--- config.mk ---
export PLATFORM = sky130hd
export DESIGN_NAME = pcw_top
export DESIGN_NICKNAME = d
export VERILOG_FILES = /design/src/pcw_top.v
export VERILOG_INCLUDE_DIRS = /design/src
export SDC_FILE = /design/constraint.sdc
export NUM_CORES = 1
export LEC_CHECK = 0
export ABC_AREA = 1
export ABC_CLOCK_PERIOD_IN_PS = 4900
export BUFFER_PORTS_ARGS = -buffer_cell sky130_fd_sc_hd__buf_2
export CAP_MARGIN = 25
export CELL_PAD_IN_SITES_DETAIL_PLACEMENT = 1
export CELL_PAD_IN_SITES_GLOBAL_PLACEMENT = 2
export CORE_MARGIN = 4
export CORE_UTILIZATION = 35
export CTS_BUF_LIST = sky130_fd_sc_hd__clkbuf_2
export CTS_CLUSTER_SIZE = 16
export DETAILED_ROUTE_END_ITERATION = 12
export HOLD_SLACK_MARGIN = 0.03
export PLACE_DENSITY = 0.8
export SETUP_SLACK_MARGIN = 0.02
export SLEW_MARGIN = 20
export SYNTH_ARGS = -nofsm -noshare
export SYNTH_HDL_FRONTEND = slang
export SYNTH_SLANG_ARGS = --single-unit
--- constraint.sdc ---
create_clock -name clk_sys -period 4.9 [get_ports clk_sys]
set_input_delay 0.98 -clock clk_sys [delete_from_list [all_inputs] [get_ports clk_sys]]
set_output_delay 0.98 -clock clk_sys [all_outputs]
set_load 0.03 [all_outputs]
--- src/pcw_defines.vh ---
`ifndef PCW_DEFINES_VH
`define PCW_DEFINES_VH
// register byte addresses
`define PCW_A_PWM_CTL   8'h00
`define PCW_A_DUTY_HI   8'h04
`define PCW_A_DUTY_LO   8'h08
`define PCW_A_PERIOD    8'h0C
`define PCW_A_TIMER     8'h10
`define PCW_A_WF_CTL0   8'h14
`define PCW_A_WF_CTL1   8'h18
`define PCW_A_DB_RISE   8'h1C
`define PCW_A_DB_FALL   8'h20
`define PCW_A_STEER     8'h24
`define PCW_A_SHUT      8'h28
// modulator control fields
`define PCW_B_PWM_ON    7
`define PCW_B_PWM_LVL   5
`define PCW_B_PWM_POL   4
`define PCW_B_DUTY_LO   7
// waveform control first fields
`define PCW_B_WF_EN     7
`define PCW_B_WF_LD     6
`define PCW_B_WF_SRC    3
// shutdown fields
`define PCW_B_SHUT      0
`define PCW_B_RESTART   1
// generator modes
`define PCW_M_STEER_ASY 3'h0
`define PCW_M_STEER_SYN 3'h1
`define PCW_M_FB_FWD    3'h2
`define PCW_M_FB_REV    3'h3
`define PCW_M_HALF      3'h4
`define PCW_M_PUSHPULL  3'h5
// reset values
`define PCW_R_PERIOD    8'hFF
`define PCW_R_BYTE      8'h00
`endif

--- src/pcw_top.v ---
// Contract
// - modulator runs while control bit 7 is one, idle when zero
// - control bit 5 reads back the present modulator output level
// - control bit 4 set makes modulator output active low
// - duty high holds duty bits 9..2, duty low bits 7..6 hold 1..0
// - generator offers six modes from the first control mode field
// - half bridge drives true and inverted input with dead band
// - half bridge outputs c and d follow a and b, own polarity
// - push pull sends successive input pulses to a and b in turn
// - push pull sequencer resets when disabled or shut down
// - input pulses advance sequencer, first pulse goes to a
// - push pull outputs c and d copy a and b, own polarity
// - forward full bridge: a active, b c inactive, d modulated
// - reverse full bridge: c active, a d inactive, b modulated
// - full bridge dead band only on direction change
// - mode bit 0 flips bridge direction while running
// - every mode obeys auto-shutdown on a fault
// - separate six bit rising and falling dead band timers
// - steering applies immediately or at next rising input
// - mode 000 steers at once, 001 at next input rise
// - dead band counts clock periods from zero to register value
// - disabled modulator output sits at polarity default level
// - duty writes buffered, take effect at period match
`include "pcw_defines.vh"
module pcw_top #(
  parameter DB_W = 6
) (
  input  wire        clk_sys,
  input  wire        reset,
  input  wire        psel,
  input  wire        penable,
  input  wire        pwrite,
  input  wire [7:0]  paddr,
  input  wire [31:0] pwdata,
  output reg  [31:0] prdata,
  output reg         pready,
  output reg         pslverr,
  input  wire        gen_ext_in,
  input  wire        fault_in,
  output reg         pwm_out,
  output reg         output_a,
  output reg         output_b,
  output reg         output_c,
  output reg         output_d
);
  reg            pwm_on_q;
  reg            pwm_pol_q;
  reg  [7:0]     duty_hi_q;
  reg  [1:0]     duty_lo_q;
  reg  [9:0]     duty_lat_q;
  reg  [7:0]     period_q;
  reg  [9:0]     tbase_q;
  reg            wf_en_q;
  reg            ld_q;
  reg            src_q;
  reg  [2:0]     mode_q;
  reg  [3:0]     pol_q;
  reg  [DB_W-1:0] dbr_q;
  reg  [DB_W-1:0] dbf_q;
  reg  [DB_W-1:0] dbr_act_q;
  reg  [DB_W-1:0] dbf_act_q;
  reg  [DB_W-1:0] rcnt_q;
  reg  [DB_W-1:0] fcnt_q;
  reg            rrun_q;
  reg            frun_q;
  reg  [3:0]     str_q;
  reg  [3:0]     lvl_q;
  reg  [3:0]     str_act_q;
  reg            shut_q;
  reg            restart_q;
  reg            in_q;
  reg            in_p_q;
  reg            dir_q;
  reg            nxt_q;
  reg            sel_q;
  reg  [31:0]    rdata;
  reg            rmiss;
  reg  [3:0]     act;
  reg  [3:0]     outs;
  wire           wr;
  wire           rise;
  wire           fall;
  wire           is_half;
  wire           is_fb;
  wire           is_pp;
  wire           is_steer;
  wire           dir_n;
  wire           dir_chg;
  wire           sel_n;
  wire           r_start;
  wire           f_start;
  wire [3:0]     str_n;
  wire           wrap;
  wire [9:0]     duty_buf;
  wire [3:0]     pol_act;
  wire [3:0]     steer_mix;
  wire           shut_wr;
  wire           shut_set;
  wire           ld_wr;

  // writes land at the access edge only, so no setup-phase side effects
  assign wr       = psel & penable & pready & pwrite;
  assign rise     = in_q & ~in_p_q;
  assign fall     = ~in_q & in_p_q;
  assign is_half  = (mode_q == `PCW_M_HALF);
  assign is_pp    = (mode_q == `PCW_M_PUSHPULL);
  assign is_fb    = (mode_q[2:1] == 2'b01);
  assign is_steer = (mode_q[2:1] == 2'b00);
  assign dir_n    = (is_fb & rise) ? mode_q[0] : dir_q;
  assign dir_chg  = is_fb & rise & (mode_q[0] != dir_q);
  assign sel_n    = rise ? nxt_q : sel_q;
  // zero dead band means no counting at all
  assign r_start  = ((is_half & rise) | (dir_chg & mode_q[0])) &
                    (dbr_act_q != {DB_W{1'b0}});
  assign f_start  = ((is_half & fall) | (dir_chg & ~mode_q[0])) &
                    (dbf_act_q != {DB_W{1'b0}});
  assign str_n    = (mode_q == `PCW_M_STEER_SYN & ~rise) ?
                    str_act_q : str_q;
  // the base clears only on an exact match: a period written below the running
  // count lets the base run on to its ten-bit roll-over first
  assign wrap     = (tbase_q[9:2] == period_q) & (tbase_q[1:0] == 2'h3);

  assign duty_buf  = {duty_hi_q, duty_lo_q};
  // polarity only shapes modulated drive; fixed steering levels bypass it
  assign pol_act   = act ^ ~pol_q;
  assign steer_mix = (str_n & pol_act) | (~str_n & lvl_q);
  // shutdown requests and clears are decoded once for the state process
  assign shut_wr   = wr & (paddr == `PCW_A_SHUT);
  assign shut_set  = fault_in | (shut_wr & pwdata[`PCW_B_SHUT]);
  assign ld_wr     = wr & (paddr == `PCW_A_WF_CTL0) & pwdata[`PCW_B_WF_LD];

  always @* begin
    rmiss = 1'b0;
    rdata = 32'h0000_0000;
    case (paddr)
      `PCW_A_PWM_CTL: begin
        rdata[`PCW_B_PWM_ON]  = pwm_on_q;
        rdata[`PCW_B_PWM_LVL] = pwm_out;
        rdata[`PCW_B_PWM_POL] = pwm_pol_q;
      end
      `PCW_A_DUTY_HI: rdata[7:0] = duty_hi_q;
      `PCW_A_DUTY_LO: rdata[7:6] = duty_lo_q;
      `PCW_A_PERIOD:  rdata[7:0] = period_q;
      `PCW_A_TIMER:   rdata[7:0] = tbase_q[9:2];
      `PCW_A_WF_CTL0: rdata[7:0] = {wf_en_q, ld_q, 2'b00, src_q, mode_q};
      `PCW_A_WF_CTL1: rdata[3:0] = pol_q;
      `PCW_A_DB_RISE: rdata[DB_W-1:0] = dbr_q;
      `PCW_A_DB_FALL: rdata[DB_W-1:0] = dbf_q;
      `PCW_A_STEER:   rdata[7:0] = {lvl_q, str_q};
      `PCW_A_SHUT:    rdata[1:0] = {restart_q, shut_q};
      // unmapped offsets refuse the access and read as zero
      default:        rmiss = 1'b1;
    endcase
  end

  // one wait-free access: data captured during setup, ready in access
  // pready is a one-cycle pulse, so a setup that follows at once is still seen
  always @(posedge clk_sys or posedge reset) begin
    if (reset) begin
      pready  <= 1'b0;
      pslverr <= 1'b0;
      prdata  <= 32'h0000_0000;
    end else begin
      pready  <= psel & ~penable & ~pready;
      pslverr <= psel & ~penable & ~pready & rmiss;
      if (psel & ~penable & ~pready & ~pwrite) begin
        prdata <= rdata;
      end
    end
  end

  always @(posedge clk_sys or posedge reset) begin
    if (reset) begin
      pwm_on_q  <= 1'b0;
      pwm_pol_q <= 1'b0;
      duty_hi_q <= `PCW_R_BYTE;
      duty_lo_q <= 2'h0;
      period_q  <= `PCW_R_PERIOD;
      wf_en_q   <= 1'b0;
      src_q     <= 1'b0;
      mode_q    <= `PCW_M_STEER_ASY;
      pol_q     <= 4'h0;
      dbr_q     <= {DB_W{1'b0}};
      dbf_q     <= {DB_W{1'b0}};
      str_q     <= 4'h0;
      lvl_q     <= 4'h0;
      restart_q <= 1'b0;
    end else if (wr & ~pslverr) begin
      case (paddr)
        `PCW_A_PWM_CTL: begin
          pwm_on_q  <= pwdata[`PCW_B_PWM_ON];
          pwm_pol_q <= pwdata[`PCW_B_PWM_POL];
        end
        `PCW_A_DUTY_HI: duty_hi_q <= pwdata[7:0];
        `PCW_A_DUTY_LO: duty_lo_q <= pwdata[`PCW_B_DUTY_LO -: 2];
        `PCW_A_PERIOD:  period_q  <= pwdata[7:0];
        `PCW_A_WF_CTL0: begin
          wf_en_q <= pwdata[`PCW_B_WF_EN];
          src_q   <= pwdata[`PCW_B_WF_SRC];
          mode_q  <= pwdata[2:0];
        end
        `PCW_A_WF_CTL1: pol_q <= pwdata[3:0];
        `PCW_A_DB_RISE: dbr_q <= pwdata[DB_W-1:0];
        `PCW_A_DB_FALL: dbf_q <= pwdata[DB_W-1:0];
        `PCW_A_STEER: begin
          str_q <= pwdata[3:0];
          lvl_q <= pwdata[7:4];
        end
        `PCW_A_SHUT: restart_q <= pwdata[`PCW_B_RESTART];
        default: begin
        end
      endcase
    end
  end

  // modulator time base: 8-bit count plus two low bits gives ten bits
  always @(posedge clk_sys or posedge reset) begin
    if (reset) begin
      tbase_q    <= 10'h000;
      duty_lat_q <= 10'h000;
      pwm_out    <= 1'b0;
    end else begin
      if (wrap) begin
        tbase_q    <= 10'h000;
        duty_lat_q <= duty_buf;
      end else begin
        tbase_q <= tbase_q + 10'h001;
      end
      // duty 0 never sets the pin; duty above period keeps it high
      // polarity acts at the output flop, so a change shows within one clock
      if (pwm_on_q) begin
        pwm_out <= (tbase_q < duty_lat_q) ^ pwm_pol_q;
      end else begin
        pwm_out <= pwm_pol_q;
      end
    end
  end

  // generator input, edges and dead band buffers
  always @(posedge clk_sys or posedge reset) begin
    if (reset) begin
      in_q      <= 1'b0;
      in_p_q    <= 1'b0;
      ld_q      <= 1'b0;
      dbr_act_q <= {DB_W{1'b0}};
      dbf_act_q <= {DB_W{1'b0}};
    end else begin
      in_q   <= src_q ? gen_ext_in : pwm_out;
      in_p_q <= in_q;
      // a new load request beats the clearing falling edge
      ld_q <= ld_wr | (ld_q & ~(fall & wf_en_q));
      // while the generator is off the buffers follow the registers freely
      if (~wf_en_q | (ld_q & fall)) begin
        dbr_act_q <= dbr_q;
        dbf_act_q <= dbf_q;
      end
    end
  end

  // dead band counters run from zero up to the buffered value
  // the start cycle is step zero, so a value of n blanks n+1 clocks
  always @(posedge clk_sys or posedge reset) begin
    if (reset) begin
      rcnt_q <= {DB_W{1'b0}};
      fcnt_q <= {DB_W{1'b0}};
      rrun_q <= 1'b0;
      frun_q <= 1'b0;
    end else begin
      if (r_start) begin
        rcnt_q <= {{(DB_W-1){1'b0}}, 1'b1};
        rrun_q <= 1'b1;
      end else if (rrun_q & (rcnt_q == dbr_act_q)) begin
        rrun_q <= 1'b0;
      end else if (rrun_q) begin
        rcnt_q <= rcnt_q + {{(DB_W-1){1'b0}}, 1'b1};
      end
      if (f_start) begin
        fcnt_q <= {{(DB_W-1){1'b0}}, 1'b1};
        frun_q <= 1'b1;
      end else if (frun_q & (fcnt_q == dbf_act_q)) begin
        frun_q <= 1'b0;
      end else if (frun_q) begin
        fcnt_q <= fcnt_q + {{(DB_W-1){1'b0}}, 1'b1};
      end
    end
  end

  // direction, push-pull sequencer, steering and shutdown state
  always @(posedge clk_sys or posedge reset) begin
    if (reset) begin
      dir_q     <= 1'b0;
      nxt_q     <= 1'b0;
      sel_q     <= 1'b0;
      str_act_q <= 4'h0;
      shut_q    <= 1'b0;
    end else begin
      // direction moves only on a rising input, so a and c switch with a pulse
      dir_q     <= dir_n;
      str_act_q <= str_n;
      // the sequencer also steps outside push-pull; only disable or shutdown resets it
      if (~wf_en_q | shut_q) begin
        nxt_q <= 1'b0;
        sel_q <= 1'b0;
      end else if (rise) begin
        sel_q <= nxt_q;
        nxt_q <= ~nxt_q;
      end
      // a fault or software request wins over any clear
      if (shut_set) begin
        shut_q <= 1'b1;
      end else if (shut_wr & ~restart_q) begin
        shut_q <= 1'b0;
      end else if (restart_q & rise) begin
        shut_q <= 1'b0;
      end
    end
  end

  // active levels before polarity
  always @* begin
    act = 4'h0;
    case (mode_q)
      `PCW_M_HALF: begin
        act[0] = in_q & ~rrun_q & ~r_start;
        act[1] = ~in_q & ~frun_q & ~f_start;
        act[3:2] = act[1:0];
      end
      `PCW_M_PUSHPULL: begin
        act[0] = in_q & ~sel_n;
        act[1] = in_q & sel_n;
        act[3:2] = act[1:0];
      end
      `PCW_M_FB_FWD, `PCW_M_FB_REV: begin
        act[0] = ~dir_n;
        act[2] = dir_n;
        act[1] = dir_n & in_q & ~rrun_q & ~r_start;
        act[3] = ~dir_n & in_q & ~frun_q & ~f_start;
      end
      // steering modes offer the input to all four pins; str_n picks which
      default: act = {4{in_q}};
    endcase
  end

  // polarity set means active high; fixed and shutdown levels ignore it
  always @* begin
    outs = 4'h0;
    if (wf_en_q) begin
      if (is_steer) begin
        outs = steer_mix;
        if (shut_q) begin
          outs = outs & ~str_n;
        end
      end else if (~shut_q) begin
        outs = pol_act;
      end
    end
  end

  // every pin leaves a flip-flop so the gate drivers never see decode glitches
  always @(posedge clk_sys or posedge reset) begin
    if (reset) begin
      output_a <= 1'b0;
      output_b <= 1'b0;
      output_c <= 1'b0;
      output_d <= 1'b0;
    end else begin
      output_a <= outs[0];
      output_b <= outs[1];
      output_c <= outs[2];
      output_d <= outs[3];
    end
  end
endmodule // pcw_top
# Yosys cells after proc, flatten, opt, wreduce, memory -nomap -nowiden
# Cells that the tools add are included.
# totals
ff_bits,122
latchBits,0
ramBits,0
rom_bits,0
input_bits,47
memories,0
# op_classes
n_addsub,3
multipliers,0
div,0
magnitude_cmp,1
eq_ne,23
n_shift,0
mux,33
n_bitwise,75
n_reduce_logical,24
# op_table
cell,count
$and A1 B1 Y1,43
$mux W6,6
$eq A8 B5 Y1 const B,4
$eq A8 B6 Y1 const B,3
$reduce_and A2 Y1,12
$mux W4,5
$not A1 Y1,18
$pmux W2 S9,1
$eq A8 B4 Y1 const B,2
$pmux W2 S8,1
$mux W1,15
$pmux W2 S7,1
$add A6 B1 Y6 const B,2
$and A4 B4 Y4,3
$eq A6 B6 Y1,2
$pmux W4 S3,1
$reduce_bool A6 Y1,2
$reduce_or A11 Y1,1
$add A10 B1 Y10 const B,1
$lt A10 B10 Y1,1
$mux W10,1
$reduce_bool A2 Y1,5
$eq A8 B3 Y1 const B,1
$eq A8 B8 Y1,1
other kinds (18),27

# Longest topological paths before layout
# logic_depth
word_depth,17
mapped_depth,13
depth_no_buf,13

# Worst setup path before layout
# No wires, ideal clock.
# synth_path
path_kind,input port to flip-flop
from,input port paddr[4]
to,register duty_hi_q[0]
arrival_ns,1.991
setup_slack_ns,2.781
cell_stages,9
path_buffers,1
cell_sequence,inv_1 -> nand3_1 -> nor2_2 -> nand2_2 -> inv_1 -> nand2_1 -> buf_2 -> nand2_1 -> o21ai_0
# synth_between
elab_chain_len,2
# synth_rtl
item,line,rtl
start: declaration,pcw_top.v:33,"input wire [7:0] paddr,"
$eq A8 B3 Y1,pcw_top.v:189,case (paddr)
$reduce_and A2 Y1 (no source line),-,
end signal: assignment,pcw_top.v:176,duty_hi_q <= `PCW_R_BYTE;
end signal: assignment,pcw_top.v:194,`PCW_A_DUTY_HI: duty_hi_q <= pwdata[7:0];
end: declaration,pcw_top.v:48,reg [7:0] duty_hi_q;
# No other way between the ends.
# A chain may end at the register's enable or synchronous reset.

# Worst setup path after layout
# layout_path
from,register pwm_out
to,output port pwm_out
# layout_lines
item,line,rtl
start: declaration,pcw_top.v:40,"output reg pwm_out,"
start signal: assignment,pcw_top.v:232,pwm_out <= (tbase_q < duty_lat_q) ^ pwm_pol_q;
start signal: assignment,pcw_top.v:234,pwm_out <= pwm_pol_q;
# No word-level cell between the ends.

==> flow_metrics.py <==
metrics = {
    "synth": {
        "ys_warn_count": 0,
        "mean_syn_cell_area_um2": 7.96,
        "synth-compound-area-share": 0.126,
        "synth_xor_area_frac": 0.0178,
        "main_combinational_cell_family_by_area_after_synthesis": "simple AND/OR/NAND/NOR gates",
        "synthArstFlopShare": 1.00,
        "synth-edff-count": 0,
        "netlist_top_cells_area": "sky130_fd_sc_hd__dfrtp_1, sky130_fd_sc_hd__nand2_1, sky130_fd_sc_hd__o21ai_0",
        "synth.top_cell.area_share": 0.446,
        "post_synth_instance_area_um2": 6400,
        "synth-main-ff-cell": "sky130_fd_sc_hd__dfrtp_1",
        "synth_top_cell_by_area": "sky130_fd_sc_hd__dfrtp_1",
        "synth_seq_area_share": 0.479,
        "yosys.cell_types.count": 41,
        "post_synth_mux_area_share": 0.00352,
        "post_synth_inst_count": 804,
        "simple_gate_share_of_the_synthesized_area": 0.247,
        "synthAdderAreaFrac": 0.0235,
        "yosys_reg_bits": 122,
    },
    "place": {
        "numPortBuffers": 37,
        "gp_congestion": 0.829,
        "placedInstanceArea_um2": 6750,
        "placedCellCount": 1062,
        "post-dp-hpwl_mm": 14.6,
    },
    "die": {
        "start_util": 0.356,
        "floorplan.rows": 49,
        "core_um2": 18000,
        "fp.dieW_um": 143,
        "full_die_area_um2": 20500,
        "die_y_um": 143,
        "boundaryPins": 86,
    },
    "timing": {
        "maxClockFrequency_mhz": 419,
        "finalWorstPathRequiredPeriod_ns": 2.39,
        "transition_time_at_the_pin_with_the_least_slew_margin_ns": 0.643,
        "finalSetupViolCount": 0,
        "timing.final.max_slew_violations": 0,
        "hold_violations": 0,
        "timing.clock.skew_ns": 0.0546,
        "grt_setup_unrepaired": "false",
        "max-slew-margin-rel": 0.571,
        "tns_ns": 0,
        "fin_crit_sh": 0.487,
    },
    "worst_setup_path": {
        "crit_path_cell_trace": "buf_2",
        "worstPathBufferInverterCount": 1,
        "start_kind": "flop",
        "critPathArrivalTime_ns": 1.41,
        "cp_class": "flop to output pin",
        "crit_path_end_kind": "output pin",
        "crit_path_max_incr_delay_ns": 0.48,
        "worstPathRequired_ns": 3.92,
        "critPathSlowestCell": "sky130_fd_sc_hd__dfrtp_1",
        "path_max_fanout": 3,
        "worst_path_dominant_cell_family": "flip-flops",
    },
    "route": {
        "detailedRoute.firstPassIterationCount": 4,
        "total_length_of_routed_wires_mm": 19.0,
        "antenna_left": 0,
        "post_drt_wl_per_cell_um": 17.3,
        "post_drt_via_cell_ratio": 5.02,
        "vias": 5493,
        "dr.first_iter.drc_count": 231,
        "detail_route.drc_violations": 0,
    },
    "cells_and_area": {
        "share_of_cells_above_drive_strength_1": 0.132,
        "multi_input_area_um2": 2760,
        "post-route-cell-area_um2": 7060,
        "syn2layout_area_growth_pct": 10.4,
        "filler_cell_count": 2227,
        "finish.net_count": 911,
        "layout_cells_excl_fill": 1095,
        "layout.core_utilization": 0.393,
        "final-seq-area_um2": 3060,
    },
    "clocking": {
        "postCtsSetupRepairBufs": 0,
        "cts-hold-fix-buffers": 0,
        "ctsResizeCount": 0,
        "clockRootBuffer": "sky130_fd_sc_hd__clkbuf_2",
        "tritoncts": "yes",
        "ctsLongestPathBuffers": 2,
        "htree_levels": 4,
        "clkLatencyLatePin_ns": 0.72,
        "clock_slew_seen_by_the_registers_of_the_worst_setup_and_hold_paths_ns": 0.23,
        "cts-buffers-inserted": 17,
        "clock-sinks": 122,
    },
    "global_route": {
        "largest_net_degree_at_the_start_of_global_routing": 49,
        "grt_pass1_vias": 5733,
        "track_usage": 0.196,
        "first_pass_grt_wire_length_mm": 31.1,
        "grt_overflow_total": 0,
        "number_of_antenna_violations_at_the_first_check_in_global_routing": 1,
    },
    "pwr": {
        "max-vdd-ir-drop_mv": 0.119,
        "power_per_cell_area_nw_per_um2": 274,
        "power_leakage_nw": 3.39,
    },
    "min_path": {
        "hp-class": "input port to async pin",
    },
    "job": {
        "max_cap_violations": 0,
    },
    "outcome": {
        "status": "complete, no violations",
    },
}
-- layout make-up --
cell class | instances | area share
Multi-Input combinational cell | 557 | 0.391
Clock inverter | 15 | 0.0315
Clock buffer | 17 | 0.0121
Antenna cell | 1 | 0.000354
Inverter | 114 | 0.0610
Sequential cell | 122 | 0.434
Tap cell | 229 | 0.0406
Timing Repair Buffer | 40 | 0.0294
-- synthesized netlist by cell type, types with 2 or more instances --
cell                        count
sky130_fd_sc_hd__buf_4         24
sky130_fd_sc_hd__xor2_1        11
sky130_fd_sc_hd__o21ai_1        3
sky130_fd_sc_hd__nand2_2        9
sky130_fd_sc_hd__buf_2          3
sky130_fd_sc_hd__a21oi_1       20
sky130_fd_sc_hd__nor2_1        37
sky130_fd_sc_hd__inv_1        108
sky130_fd_sc_hd__o2111ai_1      2
sky130_fd_sc_hd__nand4_1        9
sky130_fd_sc_hd__a31oi_1        3
sky130_fd_sc_hd__nand3_2        4
sky130_fd_sc_hd__nor2_2         5
sky130_fd_sc_hd__o211ai_1       3
sky130_fd_sc_hd__ha_1          12
sky130_fd_sc_hd__o31ai_1        3
sky130_fd_sc_hd__xnor2_1        2
sky130_fd_sc_hd__o21ai_0       86
sky130_fd_sc_hd__nor3_2         2
sky130_fd_sc_hd__nand3b_1       2
sky130_fd_sc_hd__dfstp_2        8
sky130_fd_sc_hd__nand2_1      218
sky130_fd_sc_hd__o22ai_1       15
sky130_fd_sc_hd__nor3_1        16
sky130_fd_sc_hd__clkbuf_1       6
sky130_fd_sc_hd__inv_2          5
sky130_fd_sc_hd__nor2_4         4
sky130_fd_sc_hd__mux2_2         2
sky130_fd_sc_hd__dfrtp_1      114
sky130_fd_sc_hd__a221oi_1       6
sky130_fd_sc_hd__nand3_1       52
-- registers in the layout, indices dropped and copies added (netlist names), 2 cells and up --
name / cells
duty_lat_q: 10
tbase_q: 10
duty_hi_q: 8
period_q: 8
prdata: 8
dbf_act_q: 6
dbf_q: 6
dbr_act_q: 6
dbr_q: 6
fcnt_q: 6
rcnt_q: 6
lvl_q: 4
pol_q: 4
str_act_q: 4
str_q: 4
mode_q: 3
duty_lo_q: 2
-- final timing paths --
check	startpoint	to	slack, ns	depth (start not counted)
max	pwm_out	pwm_out	2.51	1
min	reset	duty_lat_q[9]	0.33	2
max reg2reg	tbase_q[5]	duty_lat_q[9]	2.64	6
min reg2reg	in_q	in_p_q	0.46	0
max in group asynchronous	reset	period_q[7]	3.59	3
min in group clk_sys	fault_in	shut_q	0.46	3
-- worst register-to-register path, cell delays in order (launching register included) --
cell and delay, ns:
sky130_fd_sc_hd__dfrtp_1 0.58, sky130_fd_sc_hd__inv_1 0.11, sky130_fd_sc_hd__o2111ai_1 0.22, sky130_fd_sc_hd__nor4_1 0.08, sky130_fd_sc_hd__nand2_1 0.47, sky130_fd_sc_hd__clkinv_1 0.44
sky130_fd_sc_hd__o21ai_0 0.29
-- power by group --
group          total, mW  switching (mW)  internal, mW
registers           1.02         0.00635          1.01
logic              0.113          0.0900        0.0227
clock network      0.801           0.414         0.387
total               1.93           0.511          1.42
-- kinds of logic (layout without fill, tap and decap cells) --
| kind of cell | after synthesis | after routing |
|---|---|---|
| xor gates and xnor gates | 13 | 13 |
| adders and majority gates | 12 | 12 |
| and+or+nand+nor | 361 | 361 |
| buffers and inverters | 148 | 186 |
| other | 1 | 25 |
| DFF | 122 | 122 |
| muxes | 2 | 2 |
| AOI/OAI and AO/OA | 145 | 145 |
-- placed cells by master (no fill, tap or decap), types with 15 or more instances in the layout --
master	netlist	final
sky130_fd_sc_hd__a21oi_1	20	20
sky130_fd_sc_hd__buf_2	3	37
sky130_fd_sc_hd__clkbuf_2	0	17
sky130_fd_sc_hd__conb_1	1	24
sky130_fd_sc_hd__dfrtp_1	114	114
sky130_fd_sc_hd__inv_1	108	107
sky130_fd_sc_hd__nand2_1	218	218
sky130_fd_sc_hd__nand3_1	52	52
sky130_fd_sc_hd__nor2_1	37	37
sky130_fd_sc_hd__nor3_1	16	16
sky130_fd_sc_hd__o21ai_0	86	85
sky130_fd_sc_hd__o22ai_1	15	15
-- per-stage QoR --
stage	hold WS, ns	setup WS (ns)	power [mW]
after floorplan	0.395	0.691	1.13
after global placement	0.414	2.30	1.15
after detailed placement	0.414	2.25	1.15
after CTS	0.272	2.44	1.97
after global routing	0.298	2.33	2.02
final	0.330	2.51	1.93
-- metal layers --
metal | global-route usage | wire, µm
met5 | 0 | 0
met4 | 0.0620 | 318
met3 | 0.0328 | 689
met2 | 0.321 | 9170
met1 | 0.264 | 8810
(Power assumes the default switching activity.)
